==> config.mk <==
export PLATFORM = sky130hd
export DESIGN_NAME = bis_sequencer
export DESIGN_NICKNAME = d
export VERILOG_FILES = /design/src/core/bis_pkg.sv /design/src/core/bis_sequencer.sv /design/src/core/bis_timer.sv
export SDC_FILE = /design/constraint.sdc
export NUM_CORES = 1
export LEC_CHECK = 0
export ABC_AREA = 1
export BUFFER_PORTS_ARGS = -buffer_cell sky130_fd_sc_hd__buf_4
export CAP_MARGIN = 30
export CORE_UTILIZATION = 30
export DETAILED_ROUTE_END_ITERATION = 6
export GPL_TIMING_DRIVEN = 0
export PLACE_DENSITY_LB_ADDON = 0.08
export RECOVER_POWER = 100
export SKIP_CTS_REPAIR_TIMING = 1
export SLEW_MARGIN = 40
export SYNTH_ARGS = -nofsm -noshare
export SYNTH_HDL_FRONTEND = slang
export SYNTH_SLANG_ARGS = --single-unit
==> constraint.sdc <==
create_clock -name I_CLK -period 3.41 [get_ports I_CLK]
set_clock_uncertainty 0.1 [all_clocks]
set_input_delay 0 -clock I_CLK [delete_from_list [all_inputs] [get_ports I_CLK]]
set_output_delay 0 -clock I_CLK [all_outputs]
set_load 0.02 [all_outputs]
==> src/core/bis_pkg.sv <==
// Package for the brake interlock sequencer: register map, limits, timing constants
`default_nettype none
package bis_pkg;
    // ==================================================================
    // Timing
    localparam int          CLK_HZ          = 100_000_000;
    localparam int          MS_PER_TICK     = 1;
    localparam int          TICK_CYCLES     = CLK_HZ / 1000 * MS_PER_TICK;
    localparam int          STEP10_MS       = 10;
    // ==================================================================
    // Register byte offsets
    localparam logic [7:0]  OFS_CTRL        = 8'h00;
    localparam logic [7:0]  OFS_SON_WAIT    = 8'h04;
    localparam logic [7:0]  OFS_BASE_DELAY  = 8'h08;
    localparam logic [7:0]  OFS_WAIT_SPEED  = 8'h0c;
    localparam logic [7:0]  OFS_WAIT_TIME   = 8'h10;
    localparam logic [7:0]  OFS_STATUS      = 8'h14;
    localparam logic [7:0]  OFS_IRQ_STAT    = 8'h18;
    localparam logic [7:0]  OFS_IRQ_MASK    = 8'h1c;
    // ==================================================================
    // Reset values and limits
    localparam logic signed [15:0] SON_WAIT_RST = 16'sh0000;
    localparam logic signed [15:0] SON_WAIT_MIN = -16'sd2000;
    localparam logic signed [15:0] SON_WAIT_MAX = 16'sd2000;
    localparam logic [15:0] BASE_DELAY_RST  = 16'h0000;
    localparam logic [15:0] BASE_DELAY_MAX  = 16'h01f4;
    localparam logic [15:0] WAIT_SPEED_RST  = 16'h0064;
    localparam logic [15:0] WAIT_SPEED_MIN  = 16'h000a;
    localparam logic [15:0] WAIT_SPEED_MAX  = 16'h0064;
    localparam logic [15:0] WAIT_TIME_RST   = 16'h0032;
    localparam logic [15:0] WAIT_TIME_MIN   = 16'h000a;
    localparam logic [15:0] WAIT_TIME_MAX   = 16'h0064;
    // ==================================================================
    // Control bit positions and reset value
    localparam int          CTRL_POLICY_BIT = 0;
    localparam int          CTRL_FITTED_BIT = 1;
    localparam int          CTRL_RST        = 0;
    // Event bit positions and vector width
    localparam int          EV_APPLY        = 0;
    localparam int          EV_RELEASE      = 1;
    localparam int          EV_PLOSS        = 2;
    localparam int          EV_TIMEOUT      = 3;
    localparam int          EV_W            = 4;
    // ==================================================================
    // Sequencer states
    typedef enum logic [3:0] {
        ST_OFF  = 4'h1,
        ST_ON   = 4'h2,
        ST_STOP = 4'h4,
        ST_RUN  = 4'h8
    } bis_state_type;
    // Drive inputs grouped
    typedef struct packed {
        logic              servo_on;
        logic              alarm;
        logic              power_loss;
        logic signed [15:0] speed_rpm;
    } bis_drive_type;
endpackage : bis_pkg
`default_nettype wire

==> src/core/bis_sequencer.sv <==
// Brake interlock sequencer top with APB registers and interrupt
//
// Function
// Defaults: brake applies at servo-on withdrawal
// Signed servo-on wait, -2000..2000 ms
// Base wait delay 0..500 tens of ms
// Running stop: apply below wait speed
// Running stop: apply after wait time
// Apply on whichever condition first
// Servo-off, alarm or power loss start sequence
// Policy 0: ride through supply dips
// Policy 1: supply dip raises alarm
// Output low releases, high applies brake
// Speed magnitude compared; servo-on clears timeout
`default_nettype none
module bis_sequencer #(
    parameter int TICK_CYCLES = bis_pkg::TICK_CYCLES
) (
    input  wire logic        I_CLK,          // 100 MHz clock
    input  wire logic        I_RESET,        // Sync reset, high
    input  wire logic        I_SERVO_ON,     // Servo-on command pin
    input  wire logic        I_ALARM,        // Drive alarm level
    input  wire logic        I_POWER_LOSS,   // Main supply dip level
    input  wire logic [15:0] I_SPEED,        // Signed motor speed, rpm
    input  wire logic        I_PSEL,         // APB select
    input  wire logic        I_PENABLE,      // APB enable
    input  wire logic        I_PWRITE,       // APB direction
    input  wire logic [7:0]  I_PADDR,        // APB byte address
    input  wire logic [31:0] I_PWDATA,       // APB write data
    output logic [31:0]      O_PRDATA,       // APB read data
    output logic             O_PREADY,       // APB ready
    output logic             O_PSLVERR,      // APB error
    output logic             O_BRAKE_INTERLOCK_OUT, // High applies brake
    output logic             O_MOTOR_POWER,  // Motor power enable
    output logic             O_ALARM_OUT,    // Alarm incl. supply dip
    output logic             O_IRQ           // Level interrupt
);
    // ==================================================================
    // Input synchronisers
    logic [2:0]  pin_s1_q, pin_s2_q;
    logic [15:0] spd_s1_q, spd_s2_q;
    bis_pkg::bis_drive_type drv;

    always_ff @(posedge I_CLK)
    begin
        if (I_RESET)
        begin
            pin_s1_q <= 3'h0;
            pin_s2_q <= 3'h0;
            spd_s1_q <= 16'h0000;
            spd_s2_q <= 16'h0000;
        end
        else
        begin
            pin_s1_q <= {I_SERVO_ON, I_ALARM, I_POWER_LOSS};
            pin_s2_q <= pin_s1_q;
            spd_s1_q <= I_SPEED;
            spd_s2_q <= spd_s1_q;
        end
    end

    always_comb
    begin
        drv.servo_on   = pin_s2_q[2];
        drv.alarm      = pin_s2_q[1];
        drv.power_loss = pin_s2_q[0];
        drv.speed_rpm  = spd_s2_q;
    end

    // ==================================================================
    // Registers
    logic [1:0]          ctrl_q, ctrl_d;
    logic signed [15:0]  son_wait_q, son_wait_d;
    logic [15:0]         base_q, base_d, wspd_q, wspd_d, wtim_q, wtim_d;
    logic [bis_pkg::EV_W-1:0] ist_q, ist_d, imask_q, imask_d;
    logic [bis_pkg::EV_W-1:0] ev;
    logic                wr, rd;
    logic signed [15:0]  wval;
    logic [15:0]         uval;

    assign wr = I_PSEL && I_PENABLE && I_PWRITE;
    assign rd = I_PSEL && !I_PWRITE;

    // Writes clamp into range so the sequencer never sees an illegal setting
    always_comb
    begin
        wval       = I_PWDATA[15:0];
        uval       = I_PWDATA[15:0];
        ctrl_d     = ctrl_q;
        son_wait_d = son_wait_q;
        base_d     = base_q;
        wspd_d     = wspd_q;
        wtim_d     = wtim_q;
        imask_d    = imask_q;
        ist_d      = ist_q;
        if (wr)
        begin
            case (I_PADDR)
                bis_pkg::OFS_CTRL:       ctrl_d = I_PWDATA[1:0];
                bis_pkg::OFS_SON_WAIT:
                    son_wait_d = (wval < bis_pkg::SON_WAIT_MIN) ? bis_pkg::SON_WAIT_MIN :
                                 (wval > bis_pkg::SON_WAIT_MAX) ? bis_pkg::SON_WAIT_MAX : wval;
                bis_pkg::OFS_BASE_DELAY:
                    base_d = (uval > bis_pkg::BASE_DELAY_MAX) ? bis_pkg::BASE_DELAY_MAX : uval;
                bis_pkg::OFS_WAIT_SPEED:
                    wspd_d = (uval < bis_pkg::WAIT_SPEED_MIN) ? bis_pkg::WAIT_SPEED_MIN :
                             (uval > bis_pkg::WAIT_SPEED_MAX) ? bis_pkg::WAIT_SPEED_MAX : uval;
                bis_pkg::OFS_WAIT_TIME:
                    wtim_d = (uval < bis_pkg::WAIT_TIME_MIN) ? bis_pkg::WAIT_TIME_MIN :
                             (uval > bis_pkg::WAIT_TIME_MAX) ? bis_pkg::WAIT_TIME_MAX : uval;
                bis_pkg::OFS_IRQ_STAT:   ist_d = ist_q & ~I_PWDATA[bis_pkg::EV_W-1:0];
                bis_pkg::OFS_IRQ_MASK:   imask_d = I_PWDATA[bis_pkg::EV_W-1:0];
                default:                 ctrl_d = ctrl_q;
            endcase
        end
        // Set wins over a clear in the same cycle
        ist_d = ist_d | ev;
    end

    always_ff @(posedge I_CLK)
    begin
        if (I_RESET)
        begin
            ctrl_q     <= 2'(bis_pkg::CTRL_RST);
            son_wait_q <= bis_pkg::SON_WAIT_RST;
            base_q     <= bis_pkg::BASE_DELAY_RST;
            wspd_q     <= bis_pkg::WAIT_SPEED_RST;
            wtim_q     <= bis_pkg::WAIT_TIME_RST;
            ist_q      <= 4'h0;
            imask_q    <= 4'h0;
        end
        else
        begin
            ctrl_q     <= ctrl_d;
            son_wait_q <= son_wait_d;
            base_q     <= base_d;
            wspd_q     <= wspd_d;
            wtim_q     <= wtim_d;
            ist_q      <= ist_d;
            imask_q    <= imask_d;
        end
    end

    // ==================================================================
    // Sequencer
    bis_pkg::bis_state_type st_q, st_d;
    logic         brake_q, brake_d, power_q, power_d, load;
    logic [19:0]  load_val;
    logic         tick, tzero, stop_req, running, slow, dip_alarm;
    logic [15:0]  spd_abs;
    logic [19:0]  base_ms, son_abs;

    assign spd_abs   = drv.speed_rpm[15] ? 16'(-drv.speed_rpm) : drv.speed_rpm;
    assign slow      = spd_abs < wspd_q;
    assign running   = !slow;
    assign dip_alarm = drv.power_loss && ctrl_q[bis_pkg::CTRL_POLICY_BIT];
    assign stop_req  = !drv.servo_on || drv.alarm || dip_alarm;
    assign base_ms   = 20'(base_q * 16'(bis_pkg::STEP10_MS));
    assign son_abs   = 20'(son_wait_q[15] ? 16'(-son_wait_q) : son_wait_q);

    bis_timer #(
        .TICK_CYCLES (TICK_CYCLES)
    ) u_timer (
        .i_clk   (I_CLK),
        .i_reset (I_RESET),
        .i_load  (load),
        .i_value (load_val),
        .o_tick  (tick),
        .o_zero  (tzero)
    );

    // Stopped-motor path: a positive wait holds power after the brake applies,
    // a negative wait removes power first; base delay adds to both sides.
    always_comb
    begin
        st_d     = st_q;
        brake_d  = brake_q;
        power_d  = power_q;
        load     = 1'b0;
        load_val = 20'h00000;
        ev       = '0;
        ev[bis_pkg::EV_PLOSS] = drv.power_loss && !dip_alarm;
        case (st_q)
            bis_pkg::ST_OFF:
            begin
                brake_d = 1'b1;
                power_d = 1'b0;
                if (!stop_req)
                begin
                    st_d    = bis_pkg::ST_ON;
                    power_d = 1'b1;
                    brake_d = 1'b0;
                    load    = 1'b1;
                    ev[bis_pkg::EV_RELEASE] = 1'b1;
                end
            end
            bis_pkg::ST_ON:
            begin
                if (stop_req && running)
                begin
                    st_d     = bis_pkg::ST_RUN;
                    power_d  = 1'b0;
                    load     = 1'b1;
                    load_val = 20'(wtim_q * 16'(bis_pkg::STEP10_MS));
                end
                else if (stop_req)
                begin
                    st_d = bis_pkg::ST_STOP;
                    load = 1'b1;
                    if (son_wait_q[15])
                    begin
                        power_d  = 1'b0;
                        load_val = 20'(son_abs + base_ms);
                    end
                    else
                    begin
                        brake_d  = 1'b1;
                        ev[bis_pkg::EV_APPLY] = 1'b1;
                        load_val = 20'(son_abs + base_ms);
                        if (load_val == 20'h00000)
                            power_d = 1'b0;
                    end
                end
            end
            bis_pkg::ST_STOP:
            begin
                if (tzero)
                begin
                    if (!brake_q)
                        ev[bis_pkg::EV_APPLY] = 1'b1;
                    brake_d = 1'b1;
                    power_d = 1'b0;
                    st_d    = bis_pkg::ST_OFF;
                end
            end
            bis_pkg::ST_RUN:
            begin
                if (slow || tzero)
                begin
                    brake_d = 1'b1;
                    st_d    = bis_pkg::ST_OFF;
                    ev[bis_pkg::EV_APPLY]   = 1'b1;
                    ev[bis_pkg::EV_TIMEOUT] = !slow;
                end
            end
            default:
            begin
                st_d    = bis_pkg::ST_OFF;
                brake_d = 1'b1;
                power_d = 1'b0;
            end
        endcase
    end

    always_ff @(posedge I_CLK)
    begin
        if (I_RESET)
        begin
            st_q    <= bis_pkg::ST_OFF;
            brake_q <= 1'b1;
            power_q <= 1'b0;
        end
        else
        begin
            st_q    <= st_d;
            brake_q <= brake_d;
            power_q <= power_d;
        end
    end

    // ==================================================================
    // Outputs and APB read
    assign O_BRAKE_INTERLOCK_OUT = brake_q || !ctrl_q[bis_pkg::CTRL_FITTED_BIT] ? 1'b1 : 1'b0;
    assign O_MOTOR_POWER = power_q;
    assign O_ALARM_OUT   = drv.alarm || dip_alarm;
    assign O_IRQ         = |(ist_q & imask_q);
    assign O_PREADY      = 1'b1;                                         // Zero wait states
    assign O_PSLVERR     = 1'b0;

    always_comb
    begin
        O_PRDATA = 32'h00000000;
        if (rd)
        begin
            case (I_PADDR)
                bis_pkg::OFS_CTRL:       O_PRDATA = {30'h0, ctrl_q};
                bis_pkg::OFS_SON_WAIT:   O_PRDATA = {{16{son_wait_q[15]}}, son_wait_q};
                bis_pkg::OFS_BASE_DELAY: O_PRDATA = {16'h0000, base_q};
                bis_pkg::OFS_WAIT_SPEED: O_PRDATA = {16'h0000, wspd_q};
                bis_pkg::OFS_WAIT_TIME:  O_PRDATA = {16'h0000, wtim_q};
                bis_pkg::OFS_STATUS:     O_PRDATA = {26'h0, power_q, brake_q, st_q};
                bis_pkg::OFS_IRQ_STAT:   O_PRDATA = {28'h0, ist_q};
                bis_pkg::OFS_IRQ_MASK:   O_PRDATA = {28'h0, imask_q};
                default:                 O_PRDATA = 32'h00000000;
            endcase
        end
    end
endmodule // bis_sequencer
`default_nettype wire

==> src/core/bis_timer.sv <==
// Millisecond tick divider and loadable down counter for the sequencer
`default_nettype none
module bis_timer #(
    parameter int TICK_CYCLES = 100000
) (
    input  wire logic        i_clk,    // System clock
    input  wire logic        i_reset,  // Sync reset, high
    input  wire logic        i_load,   // Load count
    input  wire logic [19:0] i_value,  // Count in ms
    output logic             o_tick,   // One-cycle ms pulse
    output logic             o_zero    // Count reached zero
);
    logic [16:0] div_q, div_d;
    logic [19:0] cnt_q, cnt_d;

    // ==================================================================
    // Divider and counter next state
    always_comb
    begin
        o_tick = (div_q == 17'(TICK_CYCLES - 1));
        div_d  = o_tick ? 17'h00000 : div_q + 17'h00001;
        cnt_d  = cnt_q;
        if (i_load)
            cnt_d = i_value;
        else if (o_tick && cnt_q != 20'h00000)
            cnt_d = cnt_q - 20'h00001;
        o_zero = (cnt_q == 20'h00000);
    end

    // Registers
    always_ff @(posedge i_clk)
    begin
        if (i_reset)
        begin
            div_q <= 17'h00000;
            cnt_q <= 20'h00000;
        end
        else
        begin
            div_q <= div_d;
            cnt_q <= cnt_d;
        end
    end
endmodule // bis_timer
`default_nettype wire

* Word level (Yosys, flattened, before mapping)
Cells that the tools add are included.
** Cells by class
- Bitwise operators :: 5
- Multiplexer cells :: 49
- $lt $le $gt $ge :: 6
- Reductions and logical operators :: 33
- Multiply operators :: 2
- $add $sub $neg :: 5
- Equality and inequality tests :: 20
** Operators with widths (count)
- $pmux W32 S8 :: 1
- $mux W20 :: 6
- $mux W16 :: 6
- $logic_not A20 Y1 :: 2
- $mul A16 B3 Y19 const B :: 2
- $eq A8 B5 Y1 const B :: 4
- $mux W32 :: 1
- $neg A16 Y16 :: 2
- $mux W4 :: 7
- $mux W1 :: 23
- $add A20 B20 Y20 :: 1
- $reduce_bool A20 Y1 :: 1
- $sub A20 B1 Y20 const B :: 1
- $add A17 B1 Y17 const B :: 1
- $eq A17 B17 Y1 const B :: 1
- $eq A8 B4 Y1 const B :: 2
- $gt A16 B12 Y1 const B :: 1
- $gt A16 B7 Y1 const B :: 1
- $gt A16 B9 Y1 const B :: 1
- $lt A16 B12 Y1 const B :: 1
- $lt A16 B16 Y1 :: 1
- $lt A16 B4 Y1 const B :: 1
- $pmux W4 S4 :: 1
- $ne A2 B2 Y1 const B :: 6
- other kinds (24) :: 46
** Word-level totals
- Register bits :: 155
- Output and inout bits :: 38

* Depth between registers and ports, before layout
- Depth in word-level cells :: 9
- Mapped depth :: 27
- Depth with buffers taken out :: 27

* By module
From an unflattened synthesis, not the netlist that was laid out.
** Unflattened totals
- Cells, all modules :: 1701
- Area total of the unflattened synthesis :: 11333.4 um^2
** Modules (own cells, without submodules)
- bis_sequencer :: cells each 1323, area each 8902.3 um^2, instances 1
- bis_timer :: cells each 378, area each 2431.1 um^2, instances 1

* Least setup slack after synthesis
No wires, ideal clock.
- Path type :: register to register
- Start :: reg base_q[3]
- End :: reg power_q (netlist: O_MOTOR_POWER)
- Setup slack :: -129 ps
- Arrival time :: 3324 ps
- Path buffers :: 0
- Stages on the path, launching flop included :: 26
- Clock period less this slack :: 3539 ps
- Setup time :: 115 ps
- Path through :: dfxtp_1 -> ha_1 -> ha_1 -> fa_1 -> nand3_1 -> nand2_1 -> a21oi_1 -> o21ai_0 -> nand3_1 -> nand2_1 -> nand3_1 -> nand2_1 -> xor2_1 -> ha_1 -> nand2_1 -> nor2_1 -> and2_1 -> nand4_1 -> nand3_1 -> inv_1 -> nand2_1 -> nand2_1 -> nand4_1 -> nand2_1 -> a21oi_1 -> nor2_1
** On the way
- Longest elaborated chain between the ends :: 5
** Ends and longest elaborated chain
- from (decl) :: RTL line bis_sequencer.sv:74 : logic [15:0] base_q, base_d, wspd_q, wspd_d, wtim_q, wtim_d;
- from (signal assigned) :: RTL line bis_sequencer.sv:126 : base_q <= bis_pkg::BASE_DELAY_RST;
- from (signal assigned) :: RTL line bis_sequencer.sv:136 : base_q <= base_d;
- $mul A16 B3 Y19 :: RTL line bis_sequencer.sv:158 : assign base_ms = 20'(base_q * 16'(bis_pkg::STEP10_MS));
- $add A20 B20 Y20 :: RTL line bis_sequencer.sv:219 : load_val = 20'(son_abs + base_ms);
- $logic_not A20 Y1 :: RTL line bis_sequencer.sv:220 : if (load_val == 20'h00000)
- $ne A4 B4 Y1 (no line)
- $reduce_and A4 Y1 (no line)
- to (signal assigned) :: RTL line bis_sequencer.sv:267 : power_q <= power_d;
- to (decl) :: RTL line bis_sequencer.sv:147 : logic brake_q, brake_d, power_q, power_d, load;
Every way passes these cells.
A chain may end at the register's enable or synchronous reset.

* Final worst setup path
- Start :: reg base_q[1]
- End :: reg power_q (netlist: O_MOTOR_POWER)
Same word-level chain as after synthesis.

==> impl_results.md <==
* Distinct cells, synth at 58
* Outcome: finished with violations
* Syn avg cell area at 6.70 sq um
* Die footprint at 0.0379 sq mm
* Synth Area in Adders at 0.111
* Pre-CTS WS at -0.934 ns
* Worst Hold Class: in -> reg
* Setup violators final at 4
* Dominant synthesized flop cell: dfxtp_1
* Iteration-0 DRC Markers at 635
* Failing checks: hold timing, setup timing
* Final Hold Vio Count at 1
* Routed WL at 38.9 mm
* Post-synthesis net count at 1825
* Cells after DPL at 2214
* Clk sinks at 155
* Multiplexer area fraction after synthesis at 0
* P_leak at 6.38 nW
* Startpoint Class: flip-flop
* Most frequent CP cell: nand2_2
* Final Cycle Share at 1.16
* Final Util at 0.382
* Global-route wire length before repair at 59.5 mm
* RSZ-0062 raised after global routing: yes
* DRT antenna net count at 0
* Area Overhead vs Synth at 25.6%
* DR DRC count at 0
* FP Rows at 70
* Synth area leader: dfxtp_1
* Setup tns final at -1.04 ns
* Compound-Gate Fraction of Synth Area at 0.165
* CTS Buf Count at 17
* First drt pass iteration count at 5
* Count of pins over their slew limit at 0
* Most frequent cell after synthesis: nand2_1
* Multi-input gate area at 0.00729 sq mm
* Estimated wirelength of the detail-placed design at 31.3 mm
* Sequential cell area at 0.00313 sq mm
* Final nets at 1978
* Tmin final at 3.95 ns
* Synth Warn # at 0
* Max-slew headroom at 0.378
* Setup ws final at -0.543 ns
* Asr flop ratio synth at 0
* CP Capture Type: flip-flop
* Max FO, Critical Path at 4
* Class of the most critical setup path: reg -> reg
* GRT overflow at 0
* Hold WS at -0.0198 ns
* Core area at 0.0366 sq mm
* Input/output buffers at 82
* Total GRT Usage at 0.205
* Post-Synth Simple-Gate Area at 0.284
* Number of global-route vias before repair at 10595
* VDD IR max at 0.461 mV
* Initial antenna violation count at 0
* FF+latch count, synth at 155
* # IOs at 102
* Number of flops mapped to enable cells by yosys at 0
* Tightest Pin Transition at 0.925 ns
* Most frequent cells after synthesis: nand2_1 (323), inv_1 (242), nor2_1 (181), dfxtp_1 (155), a21oi_1 (143)
* Pwr per Cell Area at 337 mW/mm^2
* Chip width at 195 microns
* Largest net degree at the start of global routing at 17
* Detailed-route via count at 11162
* GP Congestion at 0.866
* DR WL/cell at 16.9 microns
* Xor and xnor fraction of the mapped netlist area at 0.0464
* Critical Path Max Stage Delay at 0.38 ns
* Seq/Total Area, Yosys at 0.278
* Req. time, crit path at 3.65 ns
* Max Cap Violations at 0
* Root Driver: clkbuf_16
* Fraction of layout cells with a size suffix above 1 at 0.168
* Largest family of logic cells by synthesized area: simple AND/OR/NAND/NOR gates
* Syn Inst Count at 1664
* Initial core utilization at 0.304
* Family with the most delay on the worst path: simple AND/OR/NAND/NOR gates
* Non-Filler Instances at 2298
* Worst Path Arrival at 4.19 ns
* Buf/Inv on CP at 2
* Post-synth design cell area at 0.0111 sq mm
* Fillers at 4036
* Post-synth top area share at 0.278
* Die Ht at 195 microns
* Worst path slowest cell: fa_2
* Total power after layout at 4.71 mW
* H-tree depth at 4
* Later-pin clock latency in the skew report at 0.45 ns
* Reg clk slew, reported paths at 0.07 ns
* Longest Clk Path Bufs at 2
* Max Fclk at 253 MHz
* Via density at 4.86
* CTS tree: done
* Antenna diodes at 0
* Dominant cells by area after synthesis: dfxtp_1 (28%), nand2_1 (11%), ha_1 (11%), inv_1 (8.2%), a21oi_1 (6.4%)
[sequential cells by signal (all words and copies together), names as in the netlist]
name / cells
imask_q: 4
ist_q: 4
base_q: 16
ctrl_q: 2
spd_s2_q: 16
wtim_q: 16
u_timer.cnt_q: 20
pin_s1_q: 3
brake_q: 1
O_MOTOR_POWER: 1
wspd_q: 16
u_timer.div_q: 17
son_wait_q: 16
spd_s1_q: 16
pin_s2_q: 3
st_q: 4
[stage by stage]
step / instance area [sq um] / hold WS (ns)
floorplan: 11200 / 0.00697
global placement: 12400 / 0.102
detailed placement: 12400 / 0.107
CTS: 13000 / -0.363
global route: 14000 / 0.0309
finish: 14000 / -0.0198
[metal layers]
layer  routed length, microns  GRT usage
met5                        0          0
met4                      628     0.0560
met3                     1140     0.0264
met2                    18800      0.357
met1                    18300      0.264
[final timing paths]
kind,startpoint,to,slack (ns),cells past startpoint
setup reg to reg,base_q[1],O_MOTOR_POWER,-0.54,26
setup / recovery,base_q[1],O_MOTOR_POWER,-0.54,26
hold reg to reg,spd_s1_q[2],spd_s2_q[2],0.29,2
hold / removal,I_PADDR[2],ctrl_q[1],-0.02,6
[placed cells by master (no fill, tap or decap), types with 9 or more instances in the layout]
cell	Yosys	final
nand3_1	80	67
inv_1	242	242
clkinv_1	7	9
nand2_1	323	298
xnor2_1	18	18
o211ai_1	16	16
ha_4	0	15
a21oi_1	143	123
o22ai_1	16	16
xor2_1	41	38
clkbuf_16	0	17
ha_1	94	75
a31oi_1	9	9
inv_2	22	18
a221oi_1	12	12
dlygate4sd3_1	0	33
dfxtp_1	155	141
nor2_1	181	177
o21ai_1	20	20
nand4_1	23	23
nor3_1	42	41
nor2_4	10	12
dfxtp_2	0	9
buf_4	17	95
a21oi_2	0	18
o21ai_0	80	74
nand3_2	0	13
o31ai_1	7	9
clkbuf_1	21	41
nand2_2	4	26
[power by group]
part | internal (mW) | switching [mW]
combinational | 0.241 | 0.402
clock | 1.32 | 0.874
sequential | 1.85 | 0.0317
[worst reg2reg max path, delay by kind of cell, from the launching register on]
kind / cells / cell delay [ns]
xor+xnor: 1 / 0.15
flops: 1 / 0.37
compound gates: 3 / 0.40
simple gates: 16 / 1.48
fa+ha+maj: 4 / 1.15
buf+inv: 2 / 0.20
[kinds of logic after synthesis]
kind of cell             Yosys count
flip-flops                       155
other                              2
AND/OR/NAND/NOR                  708
buffers and inverters            318
XOR/XNOR                          59
adder cells (fa/ha/maj)           97
AO/OA/AOI/OAI                    325
[final cells by class]
type,count,area share
plain buffers,46,0.0181
clock buffers,17,0.0304
clock inverters,15,0.0170
inverters,272,0.0736
multi-input cells,1191,0.521
flip-flops and latches,155,0.224
well taps,468,0.0418
repair buffers,133,0.0738
repair inverters,1,0.000536
No activity file was read; power rests on OpenSTA's default activity.
